**src/rtl/ocs_defs.svh**
```systemverilog
// register map, field positions, reset values and timing counts
`ifndef OCS_DEFS_SVH
`define OCS_DEFS_SVH

// ----------------------------------------------------------------
// register offsets and fields
// ----------------------------------------------------------------
`define OCS_ADDR_STATUS  8'h41
`define OCS_ADDR_CMD     8'h42
`define OCS_ST_BUSY      7
`define OCS_ST_VENDOR    6
`define OCS_ST_OPT_B     2
`define OCS_ST_OPT_A     1
`define OCS_ST_REQ       0
`define OCS_CMD_TMR_HI   7
`define OCS_CMD_TMR_LO   5
`define OCS_CMD_HI       4
`define OCS_RST_TMR      3'h1
`define OCS_RST_CMD      5'h00

// ----------------------------------------------------------------
// command field codes
// ----------------------------------------------------------------
`define OCS_CODE_INQ     5'h01
`define OCS_CODE_LSTART  5'h02
`define OCS_CODE_LSTOP   5'h04
`define OCS_CODE_REMOTE  5'h08
`define OCS_CODE_IND     5'h10

// ----------------------------------------------------------------
// timer-delay intervals (20 MHz clock)
// ----------------------------------------------------------------
`define OCS_CLK_MHZ      32'h0000_0014
`define OCS_US_PER_MS    32'h0000_03E8
`define OCS_T1_US        32'h0000_0020
`define OCS_T2_US        32'h0000_0080
`define OCS_T3_US        32'h0000_0100
`define OCS_T4_US        32'h0000_0200
`define OCS_T5_MS        32'h0000_0001
`define OCS_T6_MS        32'h0000_0002
`define OCS_T7_MS        32'h0000_0004
`define OCS_T1_CYC  (`OCS_T1_US * `OCS_CLK_MHZ)
`define OCS_T2_CYC  (`OCS_T2_US * `OCS_CLK_MHZ)
`define OCS_T3_CYC  (`OCS_T3_US * `OCS_CLK_MHZ)
`define OCS_T4_CYC  (`OCS_T4_US * `OCS_CLK_MHZ)
`define OCS_T5_CYC  (`OCS_T5_MS * `OCS_US_PER_MS * `OCS_CLK_MHZ)
`define OCS_T6_CYC  (`OCS_T6_MS * `OCS_US_PER_MS * `OCS_CLK_MHZ)
`define OCS_T7_CYC  (`OCS_T7_MS * `OCS_US_PER_MS * `OCS_CLK_MHZ)

`endif

```
**src/rtl/ocs_pkg.sv**
```systemverilog
// types shared by the center-side command and status block
package ocs_pkg;

    typedef enum logic [2:0] {
        FR_NONE       = 3'b000,
        FR_INQUIRY    = 3'b001,
        FR_LOOP_START = 3'b010,
        FR_LOOP_STOP  = 3'b011,
        FR_REMOTE     = 3'b100,
        FR_INDICATE   = 3'b101
    } ocs_frame_e;

    typedef enum logic [1:0] {
        ST_IDLE  = 2'b00,
        ST_SEND  = 2'b01,
        ST_REPLY = 2'b10
    } ocs_state_e;

    typedef logic [16:0] ocs_count_t;

endpackage

```
**src/rtl/ocs_tmr_if.sv**
```systemverilog
// link between the command logic and its reply timeout timer
`timescale 1ns/1ps
interface ocs_tmr_if;
    logic       start;
    logic       cancel;
    logic [2:0] sel;
    logic       expire;

    modport ctl (
        output start,
        output cancel,
        output sel,
        input  expire
    );
    modport tmr (
        input  start,
        input  cancel,
        input  sel,
        output expire
    );
endinterface

```
**src/rtl/ocs_sync.sv**
```systemverilog
// two flip-flop synchroniser for one pin level
`timescale 1ns/1ps
module ocs_sync (
    input  wire logic clk,
    input  wire logic nrst,
    input  wire logic d,
    output logic      q
);
    logic meta;

    always_ff @(posedge clk or negedge nrst) begin
        if (!nrst) begin
            meta <= 1'b0;
            q    <= 1'b0;
        end else begin
            meta <= d;
            q    <= meta;
        end
    end
endmodule

```
**src/rtl/ocs_timer.sv**
```systemverilog
// reply timeout timer with selectable interval
`timescale 1ns/1ps
`include "ocs_defs.svh"
module ocs_timer #(
    parameter logic [16:0] T3_CYC = 17'(`OCS_T3_CYC),
    parameter logic [16:0] T4_CYC = 17'(`OCS_T4_CYC),
    parameter logic [16:0] T5_CYC = 17'(`OCS_T5_CYC),
    parameter logic [16:0] T6_CYC = 17'(`OCS_T6_CYC),
    parameter logic [16:0] T7_CYC = 17'(`OCS_T7_CYC)
) (
    input  wire logic clk,
    input  wire logic nrst,
    ocs_tmr_if.tmr    tif
);
    import ocs_pkg::*;

    localparam ocs_count_t T1_CYC = 17'(`OCS_T1_CYC);
    localparam ocs_count_t T2_CYC = 17'(`OCS_T2_CYC);

    ocs_count_t sel_cyc;
    ocs_count_t limit;
    ocs_count_t count;
    logic       running;
    wire        hit;

    // reserved code 000 falls back to the shortest interval
    assign sel_cyc = (tif.sel == 3'h2) ? T2_CYC :
                     (tif.sel == 3'h3) ? T3_CYC :
                     (tif.sel == 3'h4) ? T4_CYC :
                     (tif.sel == 3'h5) ? T5_CYC :
                     (tif.sel == 3'h6) ? T6_CYC :
                     (tif.sel == 3'h7) ? T7_CYC : T1_CYC;
    assign hit        = running && (count == limit - 17'h0_0001);
    assign tif.expire = hit;

    // interval is latched at start so a rewrite cannot stretch a wait
    always_ff @(posedge clk or negedge nrst) begin
        if (!nrst) begin
            running <= 1'b0;
            count   <= '0;
            limit   <= '0;
        end else if (tif.start) begin
            running <= 1'b1;
            count   <= '0;
            limit   <= sel_cyc;
        end else if (tif.cancel || hit) begin
            running <= 1'b0;
            count   <= '0;
        end else if (running) begin
            count <= count + 17'h0_0001;
        end
    end
endmodule

```
**src/rtl/ocs_center.sv**
```systemverilog
// center-side maintenance command and status register pair
//
// Functional notes
// - busy reads one during loop-back or while a reply/timeout is awaited
// - vendor bit zero selects special vendor compare mode, one normal mode
// - option b set clears terminal status six to ten on far side
// - option a set suppresses the center condition indication frame
// - request flag sets on watched register change, clears after read
// - timer field picks 32us..4ms, reset 001; code 000 must not be used
// - codes: none, condition inquiry, loop start, loop stop
// - code 01000 sends inquiry frame with model info from remote registers
// - indication frame goes automatically and also on code 10000
// - all frames except indication only originate in center-side mode
`timescale 1ns/1ps
`include "ocs_defs.svh"
module ocs_center #(
    parameter logic [16:0] T3_CYC = 17'(`OCS_T3_CYC),
    parameter logic [16:0] T4_CYC = 17'(`OCS_T4_CYC),
    parameter logic [16:0] T5_CYC = 17'(`OCS_T5_CYC),
    parameter logic [16:0] T6_CYC = 17'(`OCS_T6_CYC),
    parameter logic [16:0] T7_CYC = 17'(`OCS_T7_CYC)
) (
    input  wire logic          clk,
    input  wire logic          nrst,
    input  wire logic [7:0]    reg_addr,
    input  wire logic          reg_wr,
    input  wire logic          reg_rd,
    input  wire logic [7:0]    reg_wdata,
    output logic [7:0]         reg_rdata,
    input  wire logic          converter_side_strap_hi,
    input  wire logic          converter_side_strap_lo,
    input  wire logic          fiber_addr_set,
    input  wire logic          watched_change,
    input  wire logic          loop_running,
    input  wire logic          auto_indicate,
    input  wire logic          reply_rx,
    output logic               frame_req,
    output ocs_pkg::ocs_frame_e frame_kind,
    input  wire logic          frame_ack,
    output logic               model_info_from_remote,
    output logic               special_vendor_mode,
    output logic               clear_terminal_status
);
    import ocs_pkg::*;

    // ------------------------------------------------------------
    // registers and state
    // ------------------------------------------------------------
    ocs_state_e state;
    ocs_state_e next_state;
    ocs_frame_e next_kind;
    logic       vendor_mode;
    logic       option_b;
    logic       option_a;
    logic       req_flag;
    logic [2:0] timer_delay;
    logic [4:0] cmd_field;
    logic       auto_pend;
    logic       strap_hi_s;
    logic       strap_lo_s;

    ocs_tmr_if tif ();

    // ------------------------------------------------------------
    // strap synchronisers
    // ------------------------------------------------------------
    ocs_sync u_sync_hi (
        .clk  (clk),
        .nrst (nrst),
        .d    (converter_side_strap_hi),
        .q    (strap_hi_s)
    );

    ocs_sync u_sync_lo (
        .clk  (clk),
        .nrst (nrst),
        .d    (converter_side_strap_lo),
        .q    (strap_lo_s)
    );

    // ------------------------------------------------------------
    // reply timeout timer
    // ------------------------------------------------------------
    ocs_timer #(
        .T3_CYC (T3_CYC),
        .T4_CYC (T4_CYC),
        .T5_CYC (T5_CYC),
        .T6_CYC (T6_CYC),
        .T7_CYC (T7_CYC)
    ) u_timer (
        .clk  (clk),
        .nrst (nrst),
        .tif  (tif)
    );

    // ------------------------------------------------------------
    // register decode
    // ------------------------------------------------------------
    wire       sel_status  = (reg_addr == `OCS_ADDR_STATUS);
    wire       sel_cmd     = (reg_addr == `OCS_ADDR_CMD);
    wire       wr_status   = reg_wr && sel_status;
    wire       wr_cmd      = reg_wr && sel_cmd;
    wire       rd_status   = reg_rd && sel_status;
    wire [4:0] wr_code     = reg_wdata[`OCS_CMD_HI:0];
    wire [2:0] wr_tmr      = reg_wdata[`OCS_CMD_TMR_HI:`OCS_CMD_TMR_LO];
    wire       wr_vendor   = reg_wdata[`OCS_ST_VENDOR];
    wire       wr_opt_b    = reg_wdata[`OCS_ST_OPT_B];
    wire       wr_opt_a    = reg_wdata[`OCS_ST_OPT_A];

    // center mode: straps 0,1 and the fiber address written
    wire       center_mode = !strap_hi_s && strap_lo_s
                             && fiber_addr_set;

    // ------------------------------------------------------------
    // command decode
    // ------------------------------------------------------------
    // unlisted codes decode to no frame at all
    wire ocs_frame_e code_kind =
        (wr_code == `OCS_CODE_INQ)    ? FR_INQUIRY    :
        (wr_code == `OCS_CODE_LSTART) ? FR_LOOP_START :
        (wr_code == `OCS_CODE_LSTOP)  ? FR_LOOP_STOP  :
        (wr_code == `OCS_CODE_REMOTE) ? FR_REMOTE     :
        (wr_code == `OCS_CODE_IND)    ? FR_INDICATE   :
                                        FR_NONE;

    // only indication may leave a non-center converter
    wire kind_center_ok = (code_kind == FR_INDICATE) || center_mode;
    wire kind_opt_ok    = (code_kind != FR_INDICATE) || !option_a;
    wire cmd_allowed    = (code_kind != FR_NONE) && kind_center_ok
                          && kind_opt_ok;

    // writes to the command field are only taken while idle
    wire cmd_take       = wr_cmd && (state == ST_IDLE);
    wire cmd_launch     = cmd_take && cmd_allowed;
    wire auto_launch    = (state == ST_IDLE) && !cmd_launch && auto_pend;

    wire kind_wants_reply = (frame_kind == FR_INQUIRY)
                            || (frame_kind == FR_REMOTE);
    wire sent           = (state == ST_SEND) && frame_ack;

    // ------------------------------------------------------------
    // frame sequencer
    // ------------------------------------------------------------
    always_comb begin
        next_state = state;
        next_kind  = frame_kind;
        unique case (state)
            ST_IDLE: begin
                if (cmd_launch) begin
                    next_state = ST_SEND;
                    next_kind  = code_kind;
                end else if (auto_launch) begin
                    next_state = ST_SEND;
                    next_kind  = FR_INDICATE;
                end
            end
            ST_SEND: begin
                if (frame_ack) begin
                    next_state = kind_wants_reply ? ST_REPLY : ST_IDLE;
                end
            end
            ST_REPLY: begin
                if (reply_rx || tif.expire) begin
                    next_state = ST_IDLE;
                end
            end
            default: begin
                next_state = ST_IDLE;
            end
        endcase
    end

    always_ff @(posedge clk or negedge nrst) begin
        if (!nrst) begin
            state      <= ST_IDLE;
            frame_kind <= FR_NONE;
        end else begin
            state      <= next_state;
            frame_kind <= next_kind;
        end
    end

    // remote command reuses the inquiry layout with other model bytes
    always_ff @(posedge clk or negedge nrst) begin
        if (!nrst) begin
            model_info_from_remote <= 1'b0;
        end else begin
            model_info_from_remote <= (next_kind == FR_REMOTE);
        end
    end

    assign frame_req  = (state == ST_SEND);

    // timeout runs from the moment the frame has gone out
    assign tif.start  = sent && kind_wants_reply;
    assign tif.cancel = (state == ST_REPLY) && reply_rx;
    assign tif.sel    = timer_delay;

    // ------------------------------------------------------------
    // automatic indication request
    // ------------------------------------------------------------
    // a new request in the cycle the indication is acked survives the clear
    wire auto_set   = auto_indicate && !option_a;
    wire auto_clr   = option_a
                      || (sent && frame_kind == FR_INDICATE);
    wire next_auto  = auto_set || (auto_pend && !auto_clr);

    always_ff @(posedge clk or negedge nrst) begin
        if (!nrst) begin
            auto_pend <= 1'b0;
        end else begin
            auto_pend <= next_auto;
        end
    end

    // ------------------------------------------------------------
    // status register
    // ------------------------------------------------------------
    // set beats the read clear so no change is lost
    wire next_req = watched_change || (req_flag && !rd_status);

    always_ff @(posedge clk or negedge nrst) begin
        if (!nrst) begin
            req_flag <= 1'b0;
        end else begin
            req_flag <= next_req;
        end
    end

    always_ff @(posedge clk or negedge nrst) begin
        if (!nrst) begin
            vendor_mode <= 1'b0;
            option_b    <= 1'b0;
            option_a    <= 1'b0;
        end else if (wr_status) begin
            vendor_mode <= wr_vendor;
            option_b    <= wr_opt_b;
            option_a    <= wr_opt_a;
        end
    end

    // busy covers the send of a reply-bearing frame as well
    wire wait_reply = (state == ST_REPLY);
    wire send_reply = frame_req && kind_wants_reply;
    wire busy       = loop_running || wait_reply || send_reply;

    assign clear_terminal_status = option_b;

    // ------------------------------------------------------------
    // far-side mode output
    // ------------------------------------------------------------
    // own flop so the inverted level leaves the block straight from a flop
    always_ff @(posedge clk or negedge nrst) begin
        if (!nrst) begin
            special_vendor_mode <= 1'b1;
        end else if (wr_status) begin
            special_vendor_mode <= !wr_vendor;
        end
    end

    // ------------------------------------------------------------
    // command register
    // ------------------------------------------------------------
    // refused codes read back as zero so software sees the refusal
    // timer code 000 is kept as written; the timer runs it as 001
    always_ff @(posedge clk or negedge nrst) begin
        if (!nrst) begin
            timer_delay <= `OCS_RST_TMR;
            cmd_field   <= `OCS_RST_CMD;
        end else begin
            if (wr_cmd) begin
                timer_delay <= wr_tmr;
            end
            if (cmd_take) begin
                cmd_field <= cmd_allowed ? wr_code : `OCS_RST_CMD;
            end else if (sent) begin
                cmd_field <= `OCS_RST_CMD;
            end
        end
    end

    // ------------------------------------------------------------
    // read data
    // ------------------------------------------------------------
    // reserved bits 5 to 3 ignore writes and read as zero
    wire [7:0] status_word = {busy, vendor_mode, 3'h0,
                              option_b, option_a, req_flag};
    wire [7:0] cmd_word    = {timer_delay, cmd_field};
    // unmapped offsets read as zero
    wire [7:0] rd_word     = sel_status ? status_word :
                             sel_cmd    ? cmd_word    : 8'h00;

    always_ff @(posedge clk or negedge nrst) begin
        if (!nrst) begin
            reg_rdata <= 8'h00;
        end else if (reg_rd) begin
            reg_rdata <= rd_word;
        end
    end
endmodule

```
**config.mk**
```make
export PLATFORM = sky130hd
export DESIGN_NAME = ocs_center
export DESIGN_NICKNAME = d
export VERILOG_FILES = /design/src/rtl/ocs_pkg.sv /design/src/rtl/ocs_tmr_if.sv /design/src/rtl/ocs_sync.sv /design/src/rtl/ocs_timer.sv /design/src/rtl/ocs_center.sv
export VERILOG_INCLUDE_DIRS = /design/src /design/src/rtl
export SDC_FILE = /design/constraint.sdc
export NUM_CORES = 1
export LEC_CHECK = 0
export BUFFER_PORTS_ARGS = -buffer_cell sky130_fd_sc_hd__buf_4
export CAP_MARGIN = 20
export CORE_MARGIN = 8
export CORE_UTILIZATION = 35
export CTS_CLUSTER_DIAMETER = 150
export DETAILED_ROUTE_END_ITERATION = 6
export PLACE_DENSITY_LB_ADDON = 0.05
export SLEW_MARGIN = 40
export SYNTH_ARGS = -nofsm -noshare
export SYNTH_HDL_FRONTEND = slang
export SYNTH_SLANG_ARGS = --single-unit
```
**constraint.sdc**
```tcl
create_clock -name clk -period 6.7 [get_ports clk]
set_input_delay 1.675 -clock clk [delete_from_list [all_inputs] [get_ports clk]]
set_output_delay 1.675 -clock clk [all_outputs]
set_load 0.01 [all_outputs]
```
==> results of run 1 <==
## state kept, by name, indices dropped and copies added, names as in the netlist
name,cells
u_sync_lo.meta,1
frame_kind,3
vendor_mode,1
cmd_field,5
model_info_from_remote,1
clear_terminal_status,1
u_sync_lo.q,1
req_flag,1
u_timer.limit,9
reg_rdata,8
u_sync_hi.meta,1
state,2
u_sync_hi.q,1
u_timer.count,17
option_a,1
u_timer.running,1
tif.sel,3
special_vendor_mode,1
auto_pend,1
## how the worst max path moves through the flow
| stage | startpoint | endpoint | slack, ps |
|---|---|---|---|
| after floorplan | reg_wdata[3] | model_info_from_remote | 3440 |
| after global placement | reg_addr[3] | model_info_from_remote | 3190 |
| after detailed placement | reg_addr[3] | model_info_from_remote | 3170 |
| after CTS | u_timer.limit[14] | u_timer.count[8] | 3520 |
| after global routing | u_timer.limit[14] | u_timer.count[3] | 3300 |
| final | reg_addr[3] | model_info_from_remote | 3500 |
## layout make-up
| cell class | count | area [um^2] | area share (%) |
|---|---|---|---|
| clock inverters | 5 | 77.57 | 2.041 |
| clock buffers | 11 | 141.4 | 3.721 |
| inverters | 19 | 71.32 | 1.877 |
| well taps | 108 | 135.1 | 3.556 |
| repair buffers | 43 | 330.3 | 8.693 |
| multi-input cells | 230 | 1565 | 41.19 |
| flip-flops and latches | 59 | 1479 | 38.92 |
## Yosys cell counts, drive strengths merged, types with 2 or more instances
master	count	area, um^2
dfrtp	57	1426
nor2	33	148.9
nand2	31	116.4
o21ai	26	130.1
inv	19	71.32
xor2	18	157.7
xnor2	13	113.9
nand3	11	55.05
a21oi	9	45.04
nor3	7	35.03
nor4	7	71.31
a22o	6	52.55
a22oi	6	45.04
buf	6	38.78
clkbuf	6	22.52
mux2	6	67.56
ha	4	50.05
mux2i	4	40.04
nor2b	4	25.02
and3	3	18.77
nand2b	3	18.77
nand4	3	18.77
nand4b	3	26.28
nor4b	3	56.31
o31ai	3	36.28
o41ai	3	41.29
a211oi	2	15.01
and2	2	12.51
dfstp	2	52.55
nand3b	2	15.01
o2111ai	2	23.77
o21a	2	15.01
o31a	2	17.52
## power groups by stage
stage          combinational (mW)  sequential, mW  clock (mW)
6_report                    0.259           0.478       0.365
5_1_grt                     0.293           0.489       0.388
4_1_cts                     0.264           0.479       0.379
3_5_place_dp                0.263           0.486           0
3_3_place_gp                0.261           0.484           0
2_1_floorplan               0.219           0.453           0
## worst max-delay path, delay by kind of cell
| kind | cells | cell delay [ps] |
|---|---|---|
| AOI/OAI and AO/OA | 3 | 860 |
| and+or+nand+nor | 3 | 790 |
| buffers and inverters | 1 | 110 |
## kinds of logic (layout without fill, tap and decap cells)
logic type	count (synthesis)	after routing	share of synthesized area (%)
multiplexers	10	10	3.387
adder cells (fa/ha/maj)	4	4	1.575
flip-flops	59	59	46.55
AND/OR/NAND/NOR	116	116	20.36
buffers and inverters	31	78	4.175
XOR/XNOR	31	31	8.547
AO/OA/AOI/OAI	69	69	15.40
## routing by layer
| layer | up-vias | part of all wire [%] | GRT usage, % |
|---|---|---|---|
| met1 | 1124 | 47 | 15.71 |
| met2 | 47 | 47 | 19.44 |
| met3 | 13 | 4.5 | 4.113 |
| li1 | 1209 | - | - |
| met4 | 0 | 1.8 | 4.089 |
| met5 | - | 0 | 0 |
## metrics by stage
stage / hold slack [ps] / setup slack [ps] / std cells / utilization, % / power [mW]
floorplan: 331.2 / 3441 / 320 / - / 0.6720
global placement: 333.3 / 3188 / 458 / 40.69 / 0.7450
detailed placement: 334.7 / 3166 / 459 / 40.82 / 0.7483
CTS: 351.6 / 3516 / 475 / 43.32 / 1.122
global route: 355.2 / 3297 / 475 / 43.36 / 1.170
finish: 349.3 / 3503 / 475 / 43.36 / 1.103
==> run_results.csv, run 1 <==
group,metric,value,unit
power_and_ir_drop,pwr-share-seq,43.4,%
yosys,synthCells,320,
clock_network,cts-hold-fix-buffers,0,
routing,first_iter_violations,56,
floorplan,die_w,111.3,um
hold_path,min_path_type,"flop to flop",
power_and_ir_drop,clkPwrFrac,33.1,%
routing,drc,0,
global_routing,grt_max_degree,60,
power_and_ir_drop,p_leak,1.658,nW
worst_setup_path,required,6930,ps
clock_network,tritoncts,"done",
yosys,ys.flop_type,"dfrtp_1",
clock_network,ctsRootBufferMaster,"clkbuf_8",
worst_setup_path,crit_fanout,4,
yosys,syn_area,0.003177,mm^2
finish,fillers,858,
clock_network,ctsResizeCount,0,
worst_setup_path,endpoint_kind,"flop",
floorplan,die_area,0.01238,mm^2
yosys,synth_async_sr_flop_share,100.0,%
finish,antennaDiodeCount,0,
global_routing,grt_overflow,0,
finish,final_common_cell,"dfrtp_1",
worst_setup_path,critPathMaxStageDelay,490,ps
floorplan,die_h,111.3,um
timing,max_freq,312.8,MHz
power_and_ir_drop,netSwitchingFraction,32.56,%
routing,avgViaCountPerCell,5.038,
clock_network,post_cts_buffers,0,
timing,maxSlewHeadroom,58.73,%
worst_setup_path,critical_path_class,"input port to flop",
worst_setup_path,crit_path_top_delay_cell,"o31ai_1",
routing,final_antenna_net_count,0,
timing,final_hold_viol_count,0,
timing,drv_slew,0,
timing,clock_skew,12.53,ps
floorplan,ioPinCount,43,
place,dp.final_hpwl,5.437,mm
timing,period_minus_slack,3197,ps
floorplan,core_region_area,0.008763,mm^2
timing,setup_viol,0,
yosys,synth-seq-cells,59,
worst_setup_path,crit_arrival,3420,ps
worst_setup_path,worst_setup_path_start_kind,"input port",
clock_network,htree_levels,3,
yosys,synth-edff-count,0,
routing,drt_wl_total,7.478,mm
clock_network,clk_path_buf_depth,2,
worst_setup_path,r2r_setup_slack,3570,ps
routing,firstDrtPassIters,5,
hold_path,holdPathEnd,"u_sync_lo.q",
timing,rsz0062_at_grt,"no",
power_and_ir_drop,pwr-share-comb,23.5,%
timing,max_slew.worst_pin.slew,617.5,ps
power_and_ir_drop,internal-power,743.7,uW
yosys,postSynthAreaPerCell,9.927,um^2
status,status,"completed",
yosys,yosys_warnings,0,
power_and_ir_drop,ir_worst_vdd,0.08803,mV
finish,fin_nets,394,
global_routing,grtUsageTotal,12.45,%
clock_network,cts.sinks,59,
place,place_area,0.003577,mm^2
floorplan,start_util,36.25,%
routing,wire_per_inst,15.74,um
routing,vias,2393,
timing,post-route-period-util,47.71,%
hold_path,holdPathStages,0,
global_routing,first_global_vias,2496,
hold_path,worstHoldStart,"u_sync_lo.meta",
power_and_ir_drop,p_per_area,290.2,mW/mm^2
place,gp_congestion,0.7962,
global_routing,grt_antenna_before_repair,0,
job,cap_violations,0,
floorplan,core.rowCount,34,
global_routing,grt_pass1_wl,12.75,mm
clock_network,clk_latency,340,ps
place,port_buffers,42,
timing,setup-tns-final,0,ps
yosys,synthesis.nets,352,
power_and_ir_drop,switchingPower,359.0,uW
yosys,yosysUniqueCellTypes,55,
worst_setup_path,crit_path_cell_trace,"buf_4, nor4_1, and3b_1, nand4b_1, o31ai_1, a21oi_1, o21a_1",
worst_setup_path,ff2ff_path_depth,10,
yosys,ys_seq_area_share,46.55,%
worst_setup_path,r2r-start,"u_timer.limit[14]",
finish,fin_area,0.003800,mm^2
clock_network,clk_pin_slew,70,ps
worst_setup_path,r2r_end,"u_timer.count[8]",
clock_network,cts_buffers,9,
finish,drive_gt1_share,23.71,%
finish,area_growth_syn_to_layout,19.61,%
finish,final_cell_mix,"57 x dfrtp_1, 41 x buf_4, 31 x nand2_1",
Power figures use the tool's default switching activity.
==> run 2, diff against run 1 <==
--- a/config.mk
+++ b/config.mk
@@ -6,6 +6,7 @@
 export SDC_FILE = /design/constraint.sdc
 export NUM_CORES = 1
 export LEC_CHECK = 0
+export ABC_AREA = 1
 export BUFFER_PORTS_ARGS = -buffer_cell sky130_fd_sc_hd__buf_4
 export CAP_MARGIN = 20
 export CORE_MARGIN = 8
==> constraint.sdc (replaced) <==
create_clock -name clk -period 2.6 [get_ports clk]
set_input_delay 0.65 -clock clk [delete_from_list [all_inputs] [get_ports clk]]
set_output_delay 0.65 -clock clk [all_outputs]
set_load 0.01 [all_outputs]
==> run 2 against run 1 <==
  * Worst hold slack got worse by 67 ps
  * Cell area rose by 1.6%
  * Sequential share of layout area fell by 0.62 points
  * Power rose by 99%
  * Synthesized area rose by 1.1%
  * Global-route usage rose by 1.4 points
  * Critical endpoint is now u_timer.running
  * Highest routed layer unchanged
  * Register-to-register slack got worse by 3200 ps
  * Combinational power rose by 13%
  * Wire length rose by 7.3%
  * Sequential power rose by 120%
  * First-iteration DRC count rose by 140%
==> run_results.csv, run 2 <==
group,metric,value,unit
status,status,"completed",
clock_network,cts_buffers,9,
finish,largest_reg_flops,17,
worst_setup_path,crit_fanout,16,
yosys,yosys_warnings,0,
clock_network,cts-hold-fix-buffers,0,
yosys,ys_seq_area_share,46.03,%
finish,area_growth_syn_to_layout,20.17,%
timing,hold_ws,282.8,ps
global_routing,grt_pass1_wl,13.99,mm
yosys,synth_top_area_cell,"dfrtp_1",
global_routing,grt_max_degree,60,
clock_network,clk_path_buf_depth,2,
finish,fillers,925,
timing,drv_slew,0,
floorplan,ioPinCount,43,
timing,maxSlewHeadroom,63.15,%
finish,multi_input_comb_area,0.001490,mm^2
finish,fin_nets,506,
place,dp.final_hpwl,6.191,mm
clock_network,ctsResizeCount,0,
yosys,synth_area_leaders,"dfrtp_1 44%, nand2_1 13%, nor2_1 7.6%",
floorplan,core.rowCount,35,
floorplan,die_h,111.8,um
global_routing,grtUsageTotal,13.82,%
clock_network,ctsRootBufferMaster,"clkbuf_8",
finish,antennaDiodeCount,0,
timing,max_freq,457.2,MHz
yosys,yosysMostFrequentCell,"nand2_1",
clock_network,clk_latency,330,ps
clock_network,tritoncts,"done",
floorplan,core_region_area,0.009065,mm^2
yosys,postSynthAreaPerCell,7.632,um^2
yosys,synth_async_sr_flop_share,100.0,%
timing,clock_skew,10.65,ps
timing,rsz0062_at_grt,"no",
yosys,yosysUniqueCellTypes,31,
finish,largest_register,"u_timer.count",
clock_network,clk_pin_slew,70,ps
floorplan,die_area,0.01250,mm^2
finish,final_util,42.59,%
power_and_ir_drop,p_per_area,569.5,mW/mm^2
place,gp_congestion,0.8690,
clock_network,cts.sinks,59,
global_routing,grt_antenna_before_repair,0,
finish,largestRegisters,"u_timer.count x17, u_timer.limit x9, reg_rdata x8",
clock_network,htree_levels,3,
worst_setup_path,crit_arrival,2380,ps
routing,firstDrtPassIters,4,
finish,final_cell_mix,"110 x nand2_1, 65 x nor2_1, 57 x inv_1, 57 x dfrtp_1, 43 x buf_4",
routing,drt_wl_total,8.027,mm
power_and_ir_drop,ir_worst_vdd,0.2726,mV
hold_path,min_path_type,"input port to asynchronous set/reset pin",
routing,final_antenna_net_count,0,
floorplan,start_util,35.45,%
yosys,synth-seq-cells,59,
power_and_ir_drop,p_leak,1.930,nW
worst_setup_path,crit_path_cell_trace,"inv_2, ha_1, ha_1, nand2_1, nand2_1, nor2_1, nand2_1, nor2_1, nand3_1, nor2_1, nand3_2, nand2_4, o21ai_0",
global_routing,first_global_vias,2978,
yosys,synth_commonest_cells,"110 x nand2_1, 65 x nor2_1, 57 x dfrtp_1, 57 x inv_1, 29 x nand3_1",
worst_setup_path,endpoint_kind,"flop",
timing,final_hold_viol_count,0,
job,cap_violations,0,
timing,setup_viol,0,
finish,final_common_cell,"nand2_1",
worst_setup_path,required,2790,ps
timing,max_slew.worst_pin.slew,552.8,ps
finish,drive_gt1_share,16.08,%
worst_setup_path,critical_path_class,"flop to flop",
yosys,synthesis.nets,453,
timing,setup-tns-final,0,ps
yosys,ys.flop_type,"dfrtp_1",
floorplan,die_w,111.8,um
clock_network,post_cts_buffers,0,
yosys,synth-edff-count,0,
routing,vias,2801,
finish,regArea,0.001479,mm^2
routing,first_iter_violations,135,
routing,avgViaCountPerCell,4.747,
routing,wire_per_inst,13.61,um
routing,drc,0,
worst_setup_path,worst_setup_path_start_kind,"flop",
yosys,synth_top_area_share,44.39,%
global_routing,grt_overflow,0,
yosys,syn_area,0.003213,mm^2
yosys,synthCells,421,
timing,post-route-period-util,84.13,%
place,port_buffers,42,
worst_setup_path,crit_path_top_delay_cell,"dfrtp_1",
worst_setup_path,critPathMaxStageDelay,430,ps
timing,period_minus_slack,2187,ps
[run 2: changes by cell type after synthesis, sizes merged, moves of 6 or more]
| cell | previous run | this run |
|---|---|---|
| a22o | 6 | 0 |
| nand2 | 31 | 111 |
| o21ai | 26 | 19 |
| nor4 | 7 | 1 |
| nor2 | 33 | 73 |
| xnor2 | 13 | 7 |
| mux2 | 6 | 0 |
| nand3 | 11 | 32 |
| inv | 19 | 59 |
[run 2: area by class of cell]
type	count	area share, %
clock buffers	11	3.662
clock inverters	5	1.361
inverters	60	5.833
multi-input cells	300	38.59
flip-flops and latches	59	38.30
well taps	111	3.597
repair buffers	44	8.652
[run 2: metrics by stage]
| step | instance area [um^2] | setup slack (ps) | cells | power, mW |
|---|---|---|---|---|
| after floorplan | 3213 | 585.7 | 421 | 1.256 |
| after CTS | 3857 | 375.8 | 590 | 2.235 |
| after global routing | 3861 | 194.1 | 590 | 2.337 |
| after global placement | 3664 | 378.7 | 574 | 1.383 |
| after detailed placement | 3664 | 382.5 | 574 | 1.380 |
| final | 3861 | 412.7 | 590 | 2.199 |
[run 2: per-layer routing]
layer | global-route usage [%] | wire length, um | vias to the layer above
li1 | - | - | 1435
met1 | 15.82 | 3630 | 1293
met2 | 24.11 | 3936 | 62
met3 | 3.517 | 309 | 11
met4 | 5.378 | 150 | 0
met5 | 0 | 0 | -
[run 2: cells by family after synthesis]
| group | share of synthesized area [%] |
|---|---|
| and+or+nand+nor | 31.85 |
| DFF | 46.03 |
| buffers and inverters | 7.593 |
| AOI/OAI and AO/OA | 7.516 |
| xor gates and xnor gates | 5.452 |
| adders and majority gates | 1.558 |
[run 2: worst max-delay path: cells and delay by family, from the launching register on]
| kind | cells | cell delay, ps |
|---|---|---|
| fa+ha+maj | 2 | 530 |
| compound gates | 1 | 100 |
| flops | 1 | 430 |
| simple gates | 9 | 890 |
| buf+inv | 1 | 100 |
[run 2: path summary, 6_finish.rpt]
kind	startpoint	to	slack, ps	depth (start not counted)
max in group asynchronous	nrst	u_timer.limit[15]	1910	1
setup / recovery	u_timer.limit[14]	u_timer.running	410	13
setup reg to reg	u_timer.limit[14]	u_timer.running	410	13
hold / removal	nrst	u_timer.limit[11]	280	1
min in group clk	u_sync_hi.meta	u_sync_hi.q	350	0
hold reg to reg	u_sync_hi.meta	u_sync_hi.q	350	0
[run 2: report_power, final]
part           internal (mW)  switching, mW  leakage, nW
Clock                  0.464          0.377       0.0991
Combinational          0.128          0.165         1.09
Sequential             0.989         0.0749        0.741
==> run 3, diff against run 2 <==
==> constraint.sdc (replaced) <==
create_clock -name clk -period 2 [get_ports clk]
set_input_delay 0.5 -clock clk [delete_from_list [all_inputs] [get_ports clk]]
set_output_delay 0.5 -clock clk [all_outputs]
set_load 0.01 [all_outputs]
==> run 3 against run 2 <==
  * Sequential power grew 30%
  * Largest power group unchanged
  * Die area is the same
  * Sequential cell count is the same
  * Critical path depth is the same
  * Critical endpoint is now u_timer.count[1]
  * Global-route usage shrank 0.23 points
  * Critical path type unchanged
  * Worst hold slack lost 220 ps
  * Largest cell class unchanged
==> run_results.csv, run 3 (same netlist as run 2, synthesis figures left out) <==
group,metric,value,unit
status,status,"completed",
timing,final_hold_viol_count,0,
floorplan,ioPinCount,43,
worst_setup_path,endpoint_kind,"flop",
job,cap_violations,0,
finish,area_growth_syn_to_layout,28.78,%
clock_network,cts-hold-fix-buffers,0,
finish,multi_input_comb_area,0.001589,mm^2
clock_network,clk_latency,340,ps
finish,antennaDiodeCount,0,
clock_network,cts_buffers,9,
clock_network,cts.sinks,59,
floorplan,die_h,111.8,um
finish,fin_nets,524,
power_and_ir_drop,ir_worst_vdd,0.3357,mV
timing,maxSlewHeadroom,61.75,%
floorplan,die_w,111.8,um
finish,regArea,0.001479,mm^2
routing,drt_wl_total,8.174,mm
routing,avgViaCountPerCell,4.765,
timing,period_minus_slack,1932,ps
timing,post-route-period-util,96.61,%
global_routing,grt_max_degree,34,
timing,rsz0062_at_grt,"yes",
clock_network,clk_pin_slew,80,ps
power_and_ir_drop,switchingPower,857.1,uW
routing,drc,0,
timing,max_freq,517.5,MHz
place,dp.final_hpwl,6.325,mm
global_routing,grt_pass1_wl,13.65,mm
power_and_ir_drop,pwr-share-comb,13.6,%
worst_setup_path,crit_arrival,2150,ps
floorplan,start_util,35.45,%
global_routing,grtUsageTotal,13.58,%
place,place_ws,-29.64,ps
timing,max_slew.worst_pin.slew,572.0,ps
timing,setup-tns-final,0,ps
floorplan,die_area,0.01250,mm^2
finish,final_common_cell,"nand2_1",
worst_setup_path,critical_path_class,"flop to flop",
clock_network,tritoncts,"done",
global_routing,grt_overflow,0,
finish,largest_register,"u_timer.count",
timing,layout_setup_ws,67.77,ps
global_routing,grt_antenna_before_repair,0,
worst_setup_path,worst_setup_path_start_kind,"flop",
worst_setup_path,required,2220,ps
finish,largestRegisters,"u_timer.count x17, u_timer.limit x9, reg_rdata x8",
finish,final_cell_mix,"108 x nand2_1, 58 x buf_4, 57 x nor2_1, 57 x dfrtp_1, 54 x inv_1",
place,port_buffers,42,
timing,setup_viol,0,
power_and_ir_drop,clkPwrFrac,40.9,%
routing,wire_per_inst,13.44,um
routing,firstDrtPassIters,4,
place,gp_congestion,0.8538,
routing,first_iter_violations,86,
finish,fillers,940,
clock_network,clk_path_buf_depth,2,
power_and_ir_drop,p_leak,2.038,nW
power_and_ir_drop,pwr-share-seq,45.5,%
global_routing,first_global_vias,2968,
timing,clock_skew,12.00,ps
power_and_ir_drop,netSwitchingFraction,28.20,%
worst_setup_path,crit_fanout,5,
finish,drive_gt1_share,22.74,%
finish,largest_reg_flops,17,
clock_network,htree_levels,3,
clock_network,ctsRootBufferMaster,"clkbuf_8",
hold_path,min_path_type,"input port to asynchronous set/reset pin",
routing,final_antenna_net_count,0,
floorplan,core.rowCount,35,
routing,vias,2897,
floorplan,core_region_area,0.009065,mm^2
power_and_ir_drop,internal-power,2.182,mW
timing,drv_slew,0,
power_and_ir_drop,p_per_area,734.5,mW/mm^2
[run 3: cell count changes in the layout (fill, tap and decap cells not counted), moves of 3 or more]
cell,previous run,this run
buf_4,43,58
nor2_2,7,13
nor2_1,65,57
inv_1,57,54
clkinv_2,3,0
[run 3: layer usage]
layer / part of all wire, % / global-route usage [%] / up-vias / wire length, um
li1: - / - / 1484 / -
met1: 44 / 15.45 / 1352 / 3627
met2: 50 / 23.51 / 50 / 4125
met3: 3.6 / 3.084 / 11 / 294
met4: 1.6 / 6.655 / 0 / 127
met5: 0 / 0 / - / 0
[run 3: per-stage QoR]
step	hold slack [ps]	cells	instance area, um^2	power (mW)	utilization (%)
global route	79.54	608	4138	3.204	45.65
floorplan	204.4	421	3216	1.634	-
detailed placement	340.3	588	3784	1.810	41.74
finish	67.60	608	4138	3.039	45.65
global placement	334.5	588	3784	1.803	41.74
CTS	62.64	605	4054	3.082	44.72
[run 3: worst max-delay path, cell delays in order (launching register included)]
cell,delay [ps]
dfrtp_1,390
inv_2,80
ha_4,150
buf_6,100
nand2_1,60
nor2_2,180
nand3_1,90
nand2_1,90
nand3_1,80
nor2_2,140
nand3_4,160
buf_6,160
nand4_1,50
nand2_1,70
[run 3: final timing paths]
path | from | end | slack [ps] | cells past startpoint
worst min-delay path | nrst | u_timer.count[11] | 70 | 1
max in group asynchronous | nrst | special_vendor_mode | 1370 | 2
worst max-delay path | u_timer.limit[14] | u_timer.count[1] | 70 | 13
worst min register to register | u_sync_hi.meta | u_sync_hi.q | 350 | 0
worst max register to register | u_timer.limit[14] | u_timer.count[1] | 70 | 13
min in group clk | converter_side_strap_lo | u_sync_lo.meta | 260 | 1
[run 3: power by group through the flow]
| stage | Clock [mW] | Combinational [mW] | Sequential (mW) |
|---|---|---|---|
| finish | 1.24 | 0.413 | 1.38 |
| global route | 1.34 | 0.472 | 1.39 |
| CTS | 1.29 | 0.414 | 1.38 |
| detailed placement | 0 | 0.406 | 1.40 |
| global placement | 0 | 0.400 | 1.40 |
| floorplan | 0 | 0.250 | 1.38 |
[run 3: what timing repair did]
| action | 4_1_cts | 5_1_grt |
|---|---|---|
| pin swaps | 2 | 6 |
| setup endpoints to repair | 1 | 19 |
| gates resized for setup | 5 | 19 |
| cloned | 0 | 1 |
| buffers inserted | 1 | 2 |
[run 3: layout make-up]
cell class | instances | area share (%)
multi-input cells | 301 | 38.40
flip-flops and latches | 59 | 35.74
repair buffers | 61 | 11.55
inverters | 60 | 5.503
well taps | 111 | 3.357
clock buffers | 9 | 2.994
clock inverters | 7 | 2.449
